`config.mk`:
```
export PLATFORM = sky130hd
export DESIGN_NAME = swm_master
export DESIGN_NICKNAME = d
export VERILOG_FILES = /design/src/logic/swm_pkg.sv /design/src/logic/swm_if.sv /design/src/logic/swm_master.sv /design/src/logic/swm_pulse.sv
export VERILOG_INCLUDE_DIRS = /design/src /design/src/logic
export SDC_FILE = /design/constraint.sdc
export NUM_CORES = 1
export LEC_CHECK = 0
export BUFFER_PORTS_ARGS = -buffer_cell sky130_fd_sc_hd__buf_4
export CORE_ASPECT_RATIO = 0.75
export CORE_MARGIN = 2
export CORE_UTILIZATION = 50
export CTS_CLUSTER_DIAMETER = 120
export DETAILED_ROUTE_END_ITERATION = 8
export PLACE_DENSITY = 0.63
export SLEW_MARGIN = 40
export SYNTH_ARGS = -nofsm -noshare
export SYNTH_HDL_FRONTEND = slang
export SYNTH_HIERARCHICAL = 1
export SYNTH_SLANG_ARGS = --single-unit
```
`constraint.sdc`:
```
create_clock -name CLK -period 14.3 [get_ports CLK]
set_input_delay 0.715 -clock CLK [delete_from_list [all_inputs] [get_ports CLK]]
set_output_delay 0.715 -clock CLK [all_outputs]
set_load 0.005 [all_outputs]
```
`src/logic/swm_defs.svh`:
```
// swm_defs.svh: timing constants of the single-wire bus master
// assumes a 100 MHz system clock; counts derive from printed times
`ifndef SWM_DEFS_SVH
`define SWM_DEFS_SVH

// system clock and the reference crystal whose machine cycles set the reset low and presence times
`define SWM_CLK_HZ        64'd100000000
`define SWM_XTAL_HZ       64'd11059200
`define SWM_MC_CLKS       64'd12

// bus reset timing
`define SWM_RST_LOW_MC    64'd442
`define SWM_PRES_MC       64'd222
`define SWM_SHORT_US      64'd3360

// bit slot timing in ns
`define SWM_SLOT_LOW_NS   64'd1000
`define SWM_SLOT_SMP_NS   64'd13000
`define SWM_SLOT_DATA_NS  64'd61000
`define SWM_SLOT_NS       64'd65000

// programming pulse timing
`define SWM_PULSE_US      64'd500
`define SWM_LONG_MS       64'd2000

// conversions: least times round up, longest times round down
`define SWM_MC_UP(n)      (((n) * `SWM_MC_CLKS * `SWM_CLK_HZ + `SWM_XTAL_HZ - 64'd1) / `SWM_XTAL_HZ)
`define SWM_MC_DN(n)      (((n) * `SWM_MC_CLKS * `SWM_CLK_HZ) / `SWM_XTAL_HZ)
`define SWM_NS_UP(n)      (((n) * `SWM_CLK_HZ + 64'd999999999) / 64'd1000000000)
`define SWM_US_DN(n)      (((n) * `SWM_CLK_HZ) / 64'd1000000)
`define SWM_MS_DN(n)      (((n) * `SWM_CLK_HZ) / 64'd1000)

// operation codes on the request port
`define SWM_OP_RESET      2'h0
`define SWM_OP_BYTE       2'h1
`define SWM_OP_PROG       2'h2

`define SWM_BITS          3'h7
`define SWM_CNT_W         32
`define SWM_MULT_W        8

`endif

```
`src/logic/swm_pkg.sv`:
```
// swm_pkg.sv: types of the single-wire bus master
// assumes swm_defs.svh is on the include path
`include "swm_defs.svh"
package swm_pkg;
	typedef enum logic [2:0] {
		SWM_IDLE  = 3'h0,
		SWM_RLOW  = 3'h1,
		SWM_WHIGH = 3'h2,
		SWM_PRES  = 3'h3,
		SWM_SLOT  = 3'h4,
		SWM_PROG  = 3'h5
	} swm_state_t;
	typedef logic [`SWM_CNT_W-1:0] swm_cnt_t;
endpackage

```
`src/logic/swm_if.sv`:
```
// swm_if.sv: link between the sequencer and the programming pulse generator
// assumes both ends run on the same clock
`timescale 1ns/1ps
`include "swm_defs.svh"
interface swm_if;
	logic                   start;
	logic                   long_sel;
	logic [`SWM_MULT_W-1:0] mult;
	logic                   busy;
	logic                   prog_n;
	modport seq (output start, output long_sel, output mult, input busy, input prog_n);
	modport gen (input start, input long_sel, input mult, output busy, output prog_n);
endinterface

```
`src/logic/swm_master.sv`:
```
// swm_master.sv: single-wire bus master, reset/presence, byte exchange, program pulse
// assumes an external pull-up on the data line, driven open drain via DQ_OE
`timescale 1ns/1ps
`include "swm_defs.svh"
module swm_master #(
	parameter int RST_LOW_CYC = int'(`SWM_MC_UP(`SWM_RST_LOW_MC)),
	parameter int PRES_CYC    = int'(`SWM_MC_DN(`SWM_PRES_MC)),
	parameter int SHORT_CYC   = int'(`SWM_US_DN(`SWM_SHORT_US)),
	parameter int PULSE_CYC   = int'(`SWM_US_DN(`SWM_PULSE_US)),
	parameter int LONG_CYC    = int'(`SWM_MS_DN(`SWM_LONG_MS))
) (
	input  wire logic                   CLK,
	input  wire logic                   RST,
	input  wire logic                   REQ_VALID,
	input  wire logic [1:0]             REQ_OP,
	input  wire logic [7:0]             REQ_DATA,
	input  wire logic [`SWM_MULT_W-1:0] REQ_MULT,
	input  wire logic                   REQ_LONG,
	output logic                        REQ_READY,
	output logic                        DONE,
	output logic [7:0]                  RESP_DATA,
	output logic                        PRESENCE,
	output logic                        SHORT_ERR,
	input  wire logic                   DQ_IN,
	output logic                        DQ_OUT,
	output logic                        DQ_OE,
	output logic                        PROG_N
);
	localparam int SLOT_LOW  = int'(`SWM_NS_UP(`SWM_SLOT_LOW_NS));
	localparam int SLOT_SMP  = int'(`SWM_NS_UP(`SWM_SLOT_SMP_NS));
	localparam int SLOT_DATA = int'(`SWM_NS_UP(`SWM_SLOT_DATA_NS));
	localparam int SLOT_END  = int'(`SWM_NS_UP(`SWM_SLOT_NS));

	swm_pkg::swm_state_t state_r;
	swm_pkg::swm_cnt_t   cnt_r;
	logic [7:0]          sh_r;
	logic [2:0]          bit_idx_r;
	logic                bit_r;
	logic                pres_r;
	logic                prog_seen_r;
	swm_if               pif ();

	// counter reaches its last cycle of a phase of n cycles
	function automatic logic at_end(input swm_pkg::swm_cnt_t c, input int n);
		at_end = (c == swm_pkg::swm_cnt_t'(n - 1));
	endfunction

	////////////////////////////////////////////////////////////////////////////////
	// operation sequencer
	always_ff @(posedge CLK) begin
		if (RST) begin
			state_r <= swm_pkg::SWM_IDLE;
			cnt_r   <= '0;
		end else begin
			cnt_r <= cnt_r + swm_pkg::swm_cnt_t'(1);
			case (state_r)
				swm_pkg::SWM_IDLE: begin
					cnt_r <= '0;
					if (REQ_VALID && REQ_READY) begin
						case (REQ_OP)
							`SWM_OP_RESET: state_r <= swm_pkg::SWM_RLOW;
							`SWM_OP_BYTE:  state_r <= swm_pkg::SWM_SLOT;
							`SWM_OP_PROG:  state_r <= swm_pkg::SWM_PROG;
							default:       state_r <= swm_pkg::SWM_IDLE;
						endcase
					end
				end
				swm_pkg::SWM_RLOW: begin
					if (at_end(cnt_r, RST_LOW_CYC)) begin
						state_r <= swm_pkg::SWM_WHIGH;
						cnt_r   <= '0;
					end
				end
				swm_pkg::SWM_WHIGH: begin
					if (DQ_IN) begin
						state_r <= swm_pkg::SWM_PRES;
						cnt_r   <= '0;
					end else if (at_end(cnt_r, SHORT_CYC)) begin
						state_r <= swm_pkg::SWM_IDLE;
					end
				end
				swm_pkg::SWM_PRES: begin
					if (at_end(cnt_r, PRES_CYC)) begin
						state_r <= swm_pkg::SWM_IDLE;
					end
				end
				swm_pkg::SWM_SLOT: begin
					if (at_end(cnt_r, SLOT_END)) begin
						cnt_r <= '0;
						if (bit_idx_r == `SWM_BITS) begin
							state_r <= swm_pkg::SWM_IDLE;
						end
					end
				end
				swm_pkg::SWM_PROG: begin
					if (prog_seen_r && !pif.busy) begin
						state_r <= swm_pkg::SWM_IDLE;
					end
				end
				default: state_r <= swm_pkg::SWM_IDLE;
			endcase
		end
	end

	////////////////////////////////////////////////////////////////////////////////
	// byte shifter: lsb out first, returned bits enter at the top
	always_ff @(posedge CLK) begin
		if (RST) begin
			sh_r      <= 8'h00;
			bit_idx_r <= 3'h0;
			bit_r     <= 1'b1;
		end else if (state_r == swm_pkg::SWM_IDLE) begin
			sh_r      <= REQ_DATA;
			bit_idx_r <= 3'h0;
			bit_r     <= REQ_DATA[0];
		end else if (state_r == swm_pkg::SWM_SLOT) begin
			if (at_end(cnt_r, SLOT_SMP)) begin
				sh_r <= {DQ_IN, sh_r[7:1]};
			end
			if (at_end(cnt_r, SLOT_END)) begin
				bit_idx_r <= bit_idx_r + 3'h1;
				bit_r     <= sh_r[0];
			end
		end
	end

	////////////////////////////////////////////////////////////////////////////////
	// line driver: open drain, only ever pulls low
	always_ff @(posedge CLK) begin
		if (RST) begin
			DQ_OE  <= 1'b0;
			DQ_OUT <= 1'b0;
		end else begin
			DQ_OUT <= 1'b0;
			case (state_r)
				swm_pkg::SWM_RLOW: DQ_OE <= 1'b1;
				swm_pkg::SWM_SLOT: DQ_OE <= (cnt_r < swm_pkg::swm_cnt_t'(SLOT_LOW))
					|| (!bit_r && cnt_r < swm_pkg::swm_cnt_t'(SLOT_DATA));
				default:           DQ_OE <= 1'b0;
			endcase
		end
	end

	////////////////////////////////////////////////////////////////////////////////
	// presence capture and completion reporting
	always_ff @(posedge CLK) begin
		if (RST) begin
			pres_r    <= 1'b0;
			PRESENCE  <= 1'b0;
			SHORT_ERR <= 1'b0;
			RESP_DATA <= 8'h00;
			DONE      <= 1'b0;
		end else begin
			DONE <= 1'b0;
			case (state_r)
				swm_pkg::SWM_RLOW: pres_r <= 1'b0;
				swm_pkg::SWM_WHIGH: begin
					if (!DQ_IN && at_end(cnt_r, SHORT_CYC)) begin
						PRESENCE  <= 1'b0;
						SHORT_ERR <= 1'b1;
						DONE      <= 1'b1;
					end
				end
				swm_pkg::SWM_PRES: begin
					pres_r <= pres_r | !DQ_IN;
					if (at_end(cnt_r, PRES_CYC)) begin
						PRESENCE  <= pres_r | !DQ_IN;
						SHORT_ERR <= 1'b0;
						DONE      <= 1'b1;
					end
				end
				swm_pkg::SWM_SLOT: begin
					if (at_end(cnt_r, SLOT_END) && bit_idx_r == `SWM_BITS) begin
						RESP_DATA <= sh_r;
						DONE      <= 1'b1;
					end
				end
				swm_pkg::SWM_PROG: begin
					if (prog_seen_r && !pif.busy) begin
						DONE <= 1'b1;
					end
				end
				default: pres_r <= pres_r;
			endcase
		end
	end

	////////////////////////////////////////////////////////////////////////////////
	// request handshake and pulse generator control
	always_ff @(posedge CLK) begin
		if (RST) begin
			REQ_READY    <= 1'b0;
			pif.start    <= 1'b0;
			pif.long_sel <= 1'b0;
			pif.mult     <= '0;
			prog_seen_r  <= 1'b0;
		end else begin
			REQ_READY <= (state_r == swm_pkg::SWM_IDLE) && !(REQ_VALID && REQ_READY) && !DONE;
			pif.start <= (state_r == swm_pkg::SWM_IDLE) && REQ_VALID && REQ_READY && REQ_OP == `SWM_OP_PROG;
			if (state_r == swm_pkg::SWM_IDLE) begin
				pif.long_sel <= REQ_LONG;
				pif.mult     <= REQ_MULT;
				prog_seen_r  <= 1'b0;
			end else if (pif.busy) begin
				prog_seen_r <= 1'b1;
			end
		end
	end

	// program pin comes straight from the generator's flip-flop
	assign PROG_N = pif.prog_n;

	swm_pulse #(
		.PULSE_CYC (PULSE_CYC),
		.LONG_CYC  (LONG_CYC)
	) u_pulse (
		.CLK (CLK),
		.RST (RST),
		.pif (pif)
	);
endmodule // swm_master

```
`src/logic/swm_pulse.sv`:
```
// swm_pulse.sv: timed low pulse on the program pin
// assumes start is a one-cycle pulse given only while busy is low
`timescale 1ns/1ps
`include "swm_defs.svh"
module swm_pulse #(
	parameter int PULSE_CYC = int'(`SWM_US_DN(`SWM_PULSE_US)),
	parameter int LONG_CYC  = int'(`SWM_MS_DN(`SWM_LONG_MS))
) (
	input wire logic CLK,
	input wire logic RST,
	swm_if.gen       pif
);
	logic [39:0] acc_r;
	logic [39:0] tgt_r;
	logic [7:0]  step_r;

	// total work scaled by the clock multiple; progress also scales, so length is fixed
	function automatic logic [39:0] scaled(input logic [31:0] cyc, input logic [7:0] m);
		scaled = 40'(cyc) * 40'(m);
	endfunction

	////////////////////////////////////////////////////////////////////////////////
	// pulse engine
	always_ff @(posedge CLK) begin
		if (RST) begin
			acc_r      <= 40'h0;
			tgt_r      <= 40'h0;
			step_r     <= 8'h1;
			pif.busy   <= 1'b0;
			pif.prog_n <= 1'b1;
		end else if (pif.start && !pif.busy) begin
			acc_r      <= 40'h0;
			step_r     <= (pif.mult == 8'h0) ? 8'h1 : pif.mult;
			tgt_r      <= scaled(pif.long_sel ? 32'(LONG_CYC) : 32'(PULSE_CYC),
				(pif.mult == 8'h0) ? 8'h1 : pif.mult);
			pif.busy   <= 1'b1;
			pif.prog_n <= 1'b0;
		end else if (pif.busy) begin
			acc_r <= acc_r + 40'(step_r);
			if (acc_r + 40'(step_r) >= tgt_r) begin
				pif.busy   <= 1'b0;
				pif.prog_n <= 1'b1;
			end
		end
	end
endmodule // swm_pulse

```
# Word-level counts from Yosys, hierarchy flattened
# Index checks and enable logic that the tools add are counted.
totals:
  ff_bits: 162
  latch_bits: 0
  mem_bits_rw: 0
  romBits: 0
  inputBits: 23
  output_inout_bits: 15
  word_cells: 127
  mem_count: 0
classes:
  n_addsub: 3
  mul: 1
  div_mod_pow: 0
  order_cmp: 3
  n_eq_ne: 21
  shift: 0
  mux: 41
  bitwise: 1
  reduce_logical: 36
ops:
  columns: ["operator", "n"]
  rows:
  - ["$pmux W32 S4", 1]
  - ["$mux W32", 3]
  - ["$add A40 B8 Y40", 1]
  - ["$ge A40 B40 Y1", 1]
  - ["$mul A32 B8 Y40", 1]
  - ["$add A32 B1 Y32 const B", 1]
  - ["$eq A32 B11 Y1 const B", 1]
  - ["$eq A32 B13 Y1 const B", 1]
  - ["$eq A32 B15 Y1 const B", 1]
  - ["$eq A32 B16 Y1 const B", 1]
  - ["$eq A32 B19 Y1 const B", 1]
  - ["$lt A32 B13 Y1 const B", 1]
  - ["$lt A32 B7 Y1 const B", 1]
  - ["$mux W8", 4]
  - ["$mux W28", 1]
  - ["$mux W3", 8]
  - ["$pmux W3 S6", 1]
  - ["$mux W1", 17]
  - ["$ne A2 B2 Y1 const B", 7]
  - ["$reduce_bool A2 Y1", 7]
  - ["$logic_and A1 B1 Y1", 11]
  - ["$reduce_and A2 Y1", 5]
  - ["$eq A3 B3 Y1 const B", 3]
  - ["$pmux W3 S3", 1]
  - ["other kinds (17)", 26]

# Longest topological paths before layout
# Gate-level depths: netlist (run 1).
depth:
  depth_word: 5
  depth_mapped: 21
  depth_no_buf: 21

# Cells and area by module
# The synthesis (run 1) kept the hierarchy.
modules_own_cells:
  columns: ["module", "n_inst", "cells_per_inst", "area_each_um2"]
  rows:
  - ["swm_pulse", 1, 957, 8261.7]
  - ["swm_master", 1, 405, 3424.5]

# Least setup slack after synthesis (run 1)
# Ideal clock, no wire load.
synth_path:
  path_type: "reg2reg"
  start: "reg pif.mult[6]"
  end: "reg u_pulse.tgt_r[33]"
  setup_time_ps: 120
  arrival_time_ps: 4953
  required_time_ps: 14180
  slack_ps: 9227
  path_stages_with_launch: 21
  n_path_buf: 0
  period_less_slack_ps: 5073
  path_cell_list: "dfxtp_1 > inv_1 > ha_1 > nand4_1 > nand2_1 > fa_1 > inv_1 > fa_1 > fa_1 > inv_1 > fa_1 > inv_1 > ha_1 > nand2_1 > nor4_2 > o2111ai_1 > a31oi_1 > a221o_2 > nand4_1 > and4b_1 > o31a_1"
synth_between:
  elab_chain_cells: 3
synth_lines:
  columns: ["element", "line", "rtl"]
  rows:
  - ["from (decl)", "swm_if.sv:8", "logic [`SWM_MULT_W-1:0] mult;"]
  - ["from (signal assigned)", "swm_master.sv:195", "pif.mult <= '0;"]
  - ["from (signal assigned)", "swm_master.sv:202", "pif.mult <= REQ_MULT;"]
  - ["$logic_not A8 Y1", "swm_pulse.sv:35", "(pif.mult == 8'h0) ? 8'h1 : pif.mult);"]
  - ["$mux W8 *", "swm_pulse.sv:35", null]
  - ["$mul A32 B8 Y40 *", "swm_pulse.sv:19", "scaled = 40'(cyc) * 40'(m);"]
  - ["to (signal assigned)", "swm_pulse.sv:34", "tgt_r <= scaled(pif.long_sel ? 32'(LONG_CYC) : 32'(PULSE_CYC),"]
  - ["to (decl)", "swm_pulse.sv:14", "logic [39:0] tgt_r;"]
# Mark *: on every way between the ends. The rest lies on a longest branch, timed or not.
# A chain may end at the register's enable or synchronous reset.

# Final worst setup path (run 1)
# Same ends and word-level chain as after synthesis.

==> flow_summary.json, run 1 <==
{
  "status": "complete, no violations",
  "grt_antenna_before_repair": 0,
  "synth_edf_count": 0,
  "worst-path-buf-inv": 5,
  "slowest_stage": "fa_1",
  "fill_cells": 2152,
  "slew_headroom_pct": 45.9,
  "maxCapViolations": 0,
  "syn_to_final_growth_pct": 9.00,
  "dieHeight_um": 136,
  "worstSetupPathType": "register to register",
  "power.total_mw": 2.06,
  "grt_pass1_wl_mm": 45.4,
  "gp_congestion": 0.932,
  "wl_mm": 26.5,
  "overflow": 0,
  "crit_required_ns": 14.63,
  "die_area_mm2": 0.0246,
  "syn_area_per_cell_um2": 8.58,
  "route.met3.wl_mm": 1.30,
  "tightest_slew_ns": 0.805,
  "clk_pin_slew_ns": 0.07,
  "mostFrequentLayoutCells": "dfxtp_1 (154), inv_1 (145), nor2_1 (135)",
  "yosys_warnings": 6,
  "syn_area_mm2": 0.0117,
  "cts_max_level": 4,
  "startpoint_type": "register",
  "start_util_pct": 50.8,
  "arrival_ns": 6.09,
  "nets": 1575,
  "antenna_left": 0,
  "die_x_um": 181,
  "cts_buffer_depth": 2,
  "drive_gt1_share_pct": 7.11,
  "hold_buffers": 0,
  "routedWlPerCell_um": 15.8,
  "finalHoldViolCount": 0,
  "dp_hpwl_mm": 20.3,
  "grt_setup_unrepaired": "false",
  "cpPeakStageDelay_ns": 0.48,
  "finalClockSkew_ns": 0.00758,
  "ctsResizeCount": 0,
  "mappedNetlistNets": 1572,
  "cts_tree": "done",
  "ys_seq_elements": 154,
  "vdd_drop_max_v": 0.0000965,
  "fin_crit_sh_pct": 40.3,
  "regArea_mm2": 0.00308,
  "top_layer": "met4",
  "via_per_inst": 5.57,
  "fin_cells": 1678,
  "dpl.cell_count": 1646,
  "path_common_cell": "inv_1",
  "ys.flop_type": "dfxtp_1",
  "path_cells": "inv_1 -> ha_1 -> nand4_1 -> nor2b_1 -> inv_1 -> nand2_1 -> inv_1 -> ha_1 -> inv_1 -> fa_1 -> inv_1 -> fa_1 -> ha_1 -> nand2_1 -> nor4_2 -> o2111ai_1 -> a31oi_1 -> a221o_2 -> nand4_1 -> and4b_1 -> o31a_1",
  "leakage_nw": 5.79,
  "wl_met1_mm": 14.3,
  "grt_max_degree": 51,
  "drt_iter0_drc": 857,
  "cellPowerDensity_mw_per_mm2": 162,
  "timing.hold.ws_ns": 0.424,
  "grt_usage_pct": 22.7,
  "drt_first_pass_iters": 5,
  "hold_class": "register to register",
  "period_minus_slack_ns": 5.76,
  "cts_buffers": 17,
  "clk_latency_ns": 0.44,
  "grt_pass1_vias": 8959,
  "ctsRootBufferMaster": "clkbuf_16",
  "ys_async_sr_fraction_pct": 0,
  "crit_fanout": 8,
  "synth_cell_types": 73,
  "yosysSeqAreaShare_pct": 26.4,
  "synthCells": 1362,
  "port_buffers": 36,
  "final_common_cell": "dfxtp_1",
  "vias": 9347,
  "rows": 48,
  "cpLargestDelayFamily": "adder cells",
  "fp.coreArea_mm2": 0.0230,
  "cts_setup_buffers": 0,
  "fin_tns_setup_ns": 0,
  "setup_violations": 0,
  "antennaDiodeCount": 0,
  "slew_violations": 0,
  "multi_input_area_mm2": 0.00782,
  "cts_sinks": 154,
  "wl_met2_mm": 10.6,
  "max_freq_ghz": 0.174,
  "remaining_drc_errors": 0,
  "cp-end-kind": "register",
  "pin_count": 38
}
synth_stat cells, types with 3 or more instances:
cell      instances  area, um2
a21oi_1          56        280
nand2b_1          9       56.3
o31ai_1           3       22.5
a21o_1           26        195
a211o_1           5       43.8
nor2b_1          12       75.1
nand4_1          37        231
a41oi_1           3       26.3
a211oi_1         13       97.6
a22o_1            4       35.0
o31a_1            3       26.3
nand3_1          34        170
buf_1             5       18.8
o21ai_0          35        175
and3_1           22        138
and2_1           13       81.3
nor3b_1           7       52.6
xnor2_1          51        447
fa_1             57       1140
nor4b_1           4       35.0
ha_1            130       1630
and4_1           15        131
dfxtp_1         154       3080
or3_1             6       37.5
o21a_1            4       30.0
nor2_1          136        510
o22ai_1          18        113
mux2i_1          30        300
nor4_1           12       75.1
xor2_1           63        552
or2_2             5       31.3
nand3b_1          3       22.5
nor4_2            3       37.5
o211ai_1          3       22.5
a31oi_1           9       56.3
nor3_1           22        110
inv_1           145        544
clkbuf_1         40        150
nand2_1         108        405
o311ai_0          4       35.0
buf_2            12       60.1
per-layer routing:
metal	vias to the layer above	global-route usage (%)
met4	0	5.20
li1	4680	-
met2	202	32.4
met1	4448	35.5
met5	-	0
met3	17	3.72
cell type report:
type                    count  share of cell area (%)
clock buffers              18                    3.45
clock inverters            14                    1.21
inverters                 145                    4.27
multi-input cells        1004                    61.4
flip-flops and latches    154                    24.2
well taps                 300                    2.95
repair buffers             43                    2.53
registers in the layout, indices dropped and copies added (netlist names), 8 cells and up:
register	flops
u_pulse/tgt_r	32
pif.mult	8
sh_r	8
cnt_r	32
u_pulse/acc_r	40
u_pulse/step_r	8
RESP_DATA	8
through the flow:
step                setup WS (ns)  utilization [%]  area [um2]
floorplan                    9.23                -       11700
detailed placement           8.61             52.8       12100
CTS                          8.58             55.4       12700
finish                       8.54             55.4       12700
global placement             8.78             52.8       12100
global route                 8.22             55.4       12700
logic make-up after synthesis:
group	share of synthesized area (%)
simple gates	20.2
compound gates	11.8
buf+inv	6.78
fa+ha+maj	23.7
flops	26.4
xor+xnor	8.54
mux	2.57
other cells	0.0321
worst paths after layout:
path | slack, ns | start | to | cells after the start
setup / recovery | 8.54 | pif.mult[6] | u_pulse/tgt_r[33] | 21
hold / removal | 0.42 | DONE | REQ_READY | 1
setup reg to reg | 8.54 | pif.mult[6] | u_pulse/tgt_r[33] | 21
hold reg to reg | 0.42 | DONE | REQ_READY | 1
where the power goes:
group | internal [mW] | switching, mW
Combinational | 0.427 | 0.671
Clock | 0.252 | 0.206
Sequential | 0.465 | 0.0399
Total | 1.14 | 0.917
Note: power is estimated with default switching activity, not from simulation.
==> run 2: changes to the inputs <==
Settings changed: PLACE_DENSITY 0.63 to 0.66.
Clock period 14.3 ns to 4.65 ns, I/O delays scaled along.
==> run 2 against run 1 <==
Against the previous run:
- the run now ends with negative setup slack left
- sequential power grew to 3.0 times the previous value
- global-route usage rose by 1.3 points
- register-to-register slack lost 8.8 ns
- via count is 6.5% higher
- sequential cell count stayed put
- cell count up 7.4%
- worst setup slack got worse by 8.8 ns
- total power rose to 4.0 times the previous value
- hold slack got worse by 0.37 ns
- largest cell class unchanged
==> flow_summary.json, run 2 (same netlist as run 1, synthesis figures left out) <==
{
  "status": "finished, violations left",
  "failed_checks": "negative setup slack",
  "gp_congestion": 0.900,
  "vias": 9951,
  "dpl.cell_count": 1751,
  "period_minus_slack_ns": 4.93,
  "grt_max_degree": 51,
  "fill_cells": 1934,
  "cts_sinks": 154,
  "grt_usage_pct": 24.0,
  "rows": 48,
  "start_util_pct": 50.8,
  "dp_hpwl_mm": 21.5,
  "grt_pass1_wl_mm": 48.0,
  "path_cells": "inv_2 -> ha_4 -> nand4_1 -> buf_6 -> and3_4 -> buf_6 -> fa_2 -> ha_4 -> inv_2 -> fa_1 -> inv_2 -> fa_1 -> ha_4 -> nand2_4 -> nor4_4 -> o2111ai_2 -> a31oi_2 -> a221o_2 -> nand4_1 -> and4b_1 -> o31a_1",
  "clk_latency_ns": 0.43,
  "ctsRootBufferMaster": "clkbuf_16",
  "wl_mm": 28.6,
  "leakage_nw": 6.42,
  "fin_tns_setup_ns": -1.81,
  "largest_reg_flops": 40,
  "crit_fanout": 5,
  "slew_violations": 0,
  "cts_max_level": 4,
  "cts_tree": "done",
  "overflow": 0,
  "worstSetupPathType": "register to register",
  "grt_pass1_vias": 9760,
  "grt_setup_unrepaired": "true",
  "port_buffers": 36,
  "final_common_cell": "buf_4",
  "drt_iter0_drc": 620,
  "max_freq_ghz": 0.203,
  "fp.coreArea_mm2": 0.0230,
  "die_area_mm2": 0.0246,
  "vdd_drop_max_v": 0.000539,
  "slew_headroom_pct": 41.2,
  "fin_crit_sh_pct": 106,
  "hold_class": "input pin to register",
  "antenna_left": 0,
  "fin_cells": 1802,
  "setup_ws_ns": -0.281,
  "nets": 1699,
  "finalClockSkew_ns": 0.0101,
  "slowest_stage": "fa_2",
  "mostFrequentLayoutCells": "buf_4 (158), dfxtp_1 (150), nor2_1 (129)",
  "cpPeakStageDelay_ns": 0.54,
  "drive_gt1_share_pct": 21.5,
  "antennaDiodeCount": 0,
  "timing.hold.ws_ns": 0.0510,
  "worst-path-buf-inv": 5,
  "reg_top3": "u_pulse/acc_r: 40 flops, cnt_r: 32 flops, u_pulse/tgt_r: 32 flops",
  "drt_first_pass_iters": 5,
  "cp-end-kind": "register",
  "cts_buffer_depth": 2,
  "cellPowerDensity_mw_per_mm2": 580,
  "remaining_drc_errors": 0,
  "largest_register": "u_pulse/acc_r",
  "clk_pin_slew_ns": 0.07,
  "cts_buffers": 17,
  "cpLargestDelayFamily": "adder cells",
  "finalHoldViolCount": 0,
  "tightest_slew_ns": 0.875,
  "dieHeight_um": 136,
  "maxCapViolations": 0,
  "pin_count": 38,
  "grt_antenna_before_repair": 0,
  "setup_violations": 9,
  "startpoint_type": "register",
  "via_per_inst": 5.52,
  "arrival_ns": 5.25,
  "syn_to_final_growth_pct": 23.0,
  "crit_required_ns": 4.97,
  "hold_buffers": 0,
  "die_x_um": 181,
  "routedWlPerCell_um": 15.8
}
-- run 2: area by class of cell --
cell class / count / area, um2 / share of cell area [%]
Multi-Input combinational cell: 1004 / 8450 / 58.8
Sequential cell: 154 / 3090 / 21.5
Timing Repair Buffer: 167 / 1300 / 9.02
Inverter: 145 / 547 / 3.80
Clock buffer: 22 / 475 / 3.31
Tap cell: 300 / 375 / 2.61
Clock inverter: 10 / 140 / 0.975
-- run 2: final timing paths --
| kind | endpoint | slack (ns) | startpoint | cells past startpoint |
|---|---|---|---|---|
| worst min register to register | REQ_READY | 0.43 | DONE | 1 |
| worst max-delay path | u_pulse/tgt_r[33] | -0.28 | pif.mult[3] | 21 |
| worst min-delay path | pif.mult[2] | 0.05 | REQ_MULT[2] | 3 |
| worst max register to register | u_pulse/tgt_r[33] | -0.28 | pif.mult[3] | 21 |
-- run 2: repair_timing --
item,4_1_cts,5_1_grt
gates resized for setup,55,52
pin swaps,42,47
cloned,0,0
setup buffers,14,6
setup endpoints to repair,18,20
-- run 2: power breakdown --
part / total, mW / leakage (nW) / internal [mW] / switching [mW]
clock network: 1.47 / 0.291 / 0.891 / 0.574
logic: 5.35 / 4.88 / 2.61 / 2.75
registers: 1.52 / 1.25 / 1.43 / 0.0882
-- run 2: worst reg2reg max path, stage by stage, from the launching register on --
cell	delay, ns
dfxtp_2	0.32
inv_2	0.07
ha_4	0.12
nand4_1	0.10
buf_6	0.16
and3_4	0.21
buf_6	0.13
fa_2	0.54
ha_4	0.13
inv_2	0.03
fa_1	0.49
inv_2	0.04
fa_1	0.51
ha_4	0.33
nand2_4	0.06
nor4_4	0.29
o2111ai_2	0.20
a31oi_2	0.27
a221o_2	0.26
nand4_1	0.11
and4b_1	0.22
o31a_1	0.22
-- run 2: routing by layer --
metal  vias up  routed length, um  track usage [%]
met1      4809              14700             34.9
li1       4933                  -                -
met3        25               1090             4.15
met5         -                  0                0
met2       184              12400             37.1
met4         0                364             6.27
-- run 2: per-stage QoR --
stage                     worst slack, ns  utilization, %  power [mW]  cell area (um2)
final                              -0.281            62.5        8.34            14400
after global routing               -0.437            62.5        9.02            14400
after detailed placement           -0.492            57.2        5.98            13100
after floorplan                    -0.114               -        4.36            11900
after CTS                          -0.221            61.3        7.94            14100
after global placement             -0.361            57.1        5.90            13100
==> run 3: changes to the inputs <==
Settings changed: REMOVE_ABC_BUFFERS from default to 1.
==> run 3 against run 2 <==
Against the previous run:
- the run still ends with negative setup slack left
- cell count grew 0.50%
- die area is the same
- fmax shrank 0.56%
- critical path type unchanged
- combinational power grew 1%
- critical path depth is the same
- clock power is essentially flat
- total power grew 0.60%
==> flow_summary.json, run 3 (same netlist as run 1, synthesis figures left out) <==
{
  "max_freq_ghz": 0.202,
  "failed_checks": "negative setup slack",
  "overflow": 0,
  "ctsRootBufferMaster": "clkbuf_16",
  "fin_cells": 1811,
  "cts_sinks": 154,
  "via_per_inst": 5.49,
  "grt_pass1_wl_mm": 48.8,
  "cts_buffer_depth": 2,
  "timing.hold.ws_ns": 0.0591,
  "r2r-start": "pif.mult[7]",
  "worstSetupPathType": "register to register",
  "grt_pass1_vias": 9675,
  "fp.coreArea_mm2": 0.0230,
  "port_buffers": 36,
  "setup_ws_ns": -0.309,
  "start_util_pct": 50.8,
  "finalClockSkew_ns": 0.00725,
  "slew_violations": 0,
  "clk_latency_ns": 0.43,
  "fill_cells": 1943,
  "hold_class": "input pin to register",
  "arrival_ns": 5.28,
  "grt_antenna_before_repair": 0,
  "setup.worst_path.end": "u_pulse/tgt_r[31]",
  "cp-end-kind": "register",
  "path_depth": 21,
  "antenna_left": 0,
  "drt_iter0_drc": 643,
  "crit_fanout": 4,
  "remaining_drc_errors": 0,
  "startpoint_type": "register",
  "worst-path-buf-inv": 5,
  "cts_buffers": 17,
  "pin_count": 38,
  "routedWlPerCell_um": 16.0,
  "drive_gt1_share_pct": 21.6,
  "maxCapViolations": 0,
  "cts_tree": "done",
  "tightest_slew_ns": 0.839,
  "reg_top3": "u_pulse/acc_r: 40 flops, cnt_r: 32 flops, u_pulse/tgt_r: 32 flops",
  "grt_max_degree": 51,
  "final_common_cell": "buf_4",
  "slowest_stage": "fa_2",
  "antennaDiodeCount": 0,
  "rows": 48,
  "die_x_um": 181,
  "wl_mm": 28.9,
  "largest_reg_flops": 40,
  "dieHeight_um": 136,
  "fin_crit_sh_pct": 107,
  "nets": 1709,
  "period_minus_slack_ns": 4.96,
  "status": "finished, violations left",
  "rr_endpoint": "u_pulse/tgt_r[31]",
  "grt_setup_unrepaired": "true",
  "clk_pin_slew_ns": 0.06,
  "leakage_nw": 6.47,
  "grt_usage_pct": 24.5,
  "die_area_mm2": 0.0246,
  "largest_register": "u_pulse/acc_r",
  "syn_to_final_growth_pct": 23.1,
  "slew_headroom_pct": 43.7,
  "cts_max_level": 4,
  "dp_hpwl_mm": 21.2,
  "setup_violations": 13,
  "crit_required_ns": 4.97,
  "dpl.cell_count": 1750,
  "vias": 9937,
  "cpPeakStageDelay_ns": 0.55,
  "cpLargestDelayFamily": "adder cells",
  "cellPowerDensity_mw_per_mm2": 584,
  "r2r_cells": 21,
  "path_cells": "inv_2 -> ha_4 -> nand4_1 -> and3_4 -> buf_6 -> fa_2 -> ha_4 -> inv_2 -> fa_1 -> inv_2 -> fa_1 -> ha_4 -> a21oi_4 -> o211ai_1 -> a221oi_4 -> a31oi_4 -> a221o_2 -> buf_6 -> a21oi_2 -> mux2i_1 -> nand2_1",
  "drt_first_pass_iters": 6,
  "r2r_slack_ns": -0.31,
  "finalHoldViolCount": 0,
  "vdd_drop_max_v": 0.000508,
  "gp_congestion": 0.943,
  "startpoint": "pif.mult[7]",
  "mostFrequentLayoutCells": "buf_4 (174), dfxtp_1 (150), nor2_1 (130)"
}
[run 3: layer usage]
layer	vias to the layer above	share of wire [%]	track usage [%]
met5	-	0	0
li1	4964	-	-
met1	4745	50	36.1
met4	0	1.1	5.38
met3	21	5.8	4.66
met2	207	43	37.1
[run 3: worst min-delay path by stage]
stage / start / to / slack, ns / cells past startpoint
final: REQ_MULT[6] / pif.mult[6] / 0.06 / 3
after CTS: REQ_LONG / pif.long_sel / 0.05 / 3
after global placement: DONE / REQ_READY / 0.42 / 1
after floorplan: RST / SHORT_ERR / 0.30 / 1
after detailed placement: DONE / REQ_READY / 0.42 / 1
after global routing: REQ_DATA[0] / bit_r / 0.05 / 3
[run 3: timing repair]
action	in CTS	in global routing
buffers inserted	22	8
setup endpoints to repair	17	22
gates resized for setup	85	43
pin swaps	66	12
hold buffers	0	0
[run 3: layout make-up]
| class | count | area (um2) | area share [%] |
|---|---|---|---|
| multi-input cells | 1004 | 8420 | 58.5 |
| flip-flops and latches | 154 | 3090 | 21.5 |
| repair buffers | 177 | 1340 | 9.32 |
| inverters | 145 | 544 | 3.78 |
| clock buffers | 21 | 470 | 3.27 |
| well taps | 300 | 375 | 2.61 |
| clock inverters | 10 | 143 | 0.992 |
[run 3: worst register-to-register path, stage by stage (launching register included)]
cell	delay (ns)
dfxtp_2	0.33
inv_2	0.06
ha_4	0.12
nand4_1	0.19
and3_4	0.29
buf_6	0.13
fa_2	0.55
ha_4	0.13
inv_2	0.03
fa_1	0.49
inv_2	0.04
fa_1	0.51
ha_4	0.23
a21oi_4	0.16
o211ai_1	0.16
a221oi_4	0.34
a31oi_4	0.15
a221o_2	0.42
buf_6	0.14
a21oi_2	0.13
mux2i_1	0.20
nand2_1	0.07
[run 3: report_power, final]
group	switching [mW]	leakage [nW]	internal [mW]
Combinational	2.84	4.92	2.58
Sequential	0.0920	1.25	1.43
Clock	0.564	0.299	0.886
[run 3: stage by stage]
step,instance area (um2),setup TNS (ns),util [%],setup WS [ns],power (mW)
after floorplan,11400,-2.90,-,-0.450,4.12
after global placement,12900,-3.21,56.2,-0.388,5.71
after detailed placement,12900,-4.40,56.2,-0.546,5.79
after CTS,14100,-0.894,61.4,-0.210,7.93
after global routing,14400,-5.10,62.5,-0.468,9.07
final,14400,-2.18,62.5,-0.309,8.39
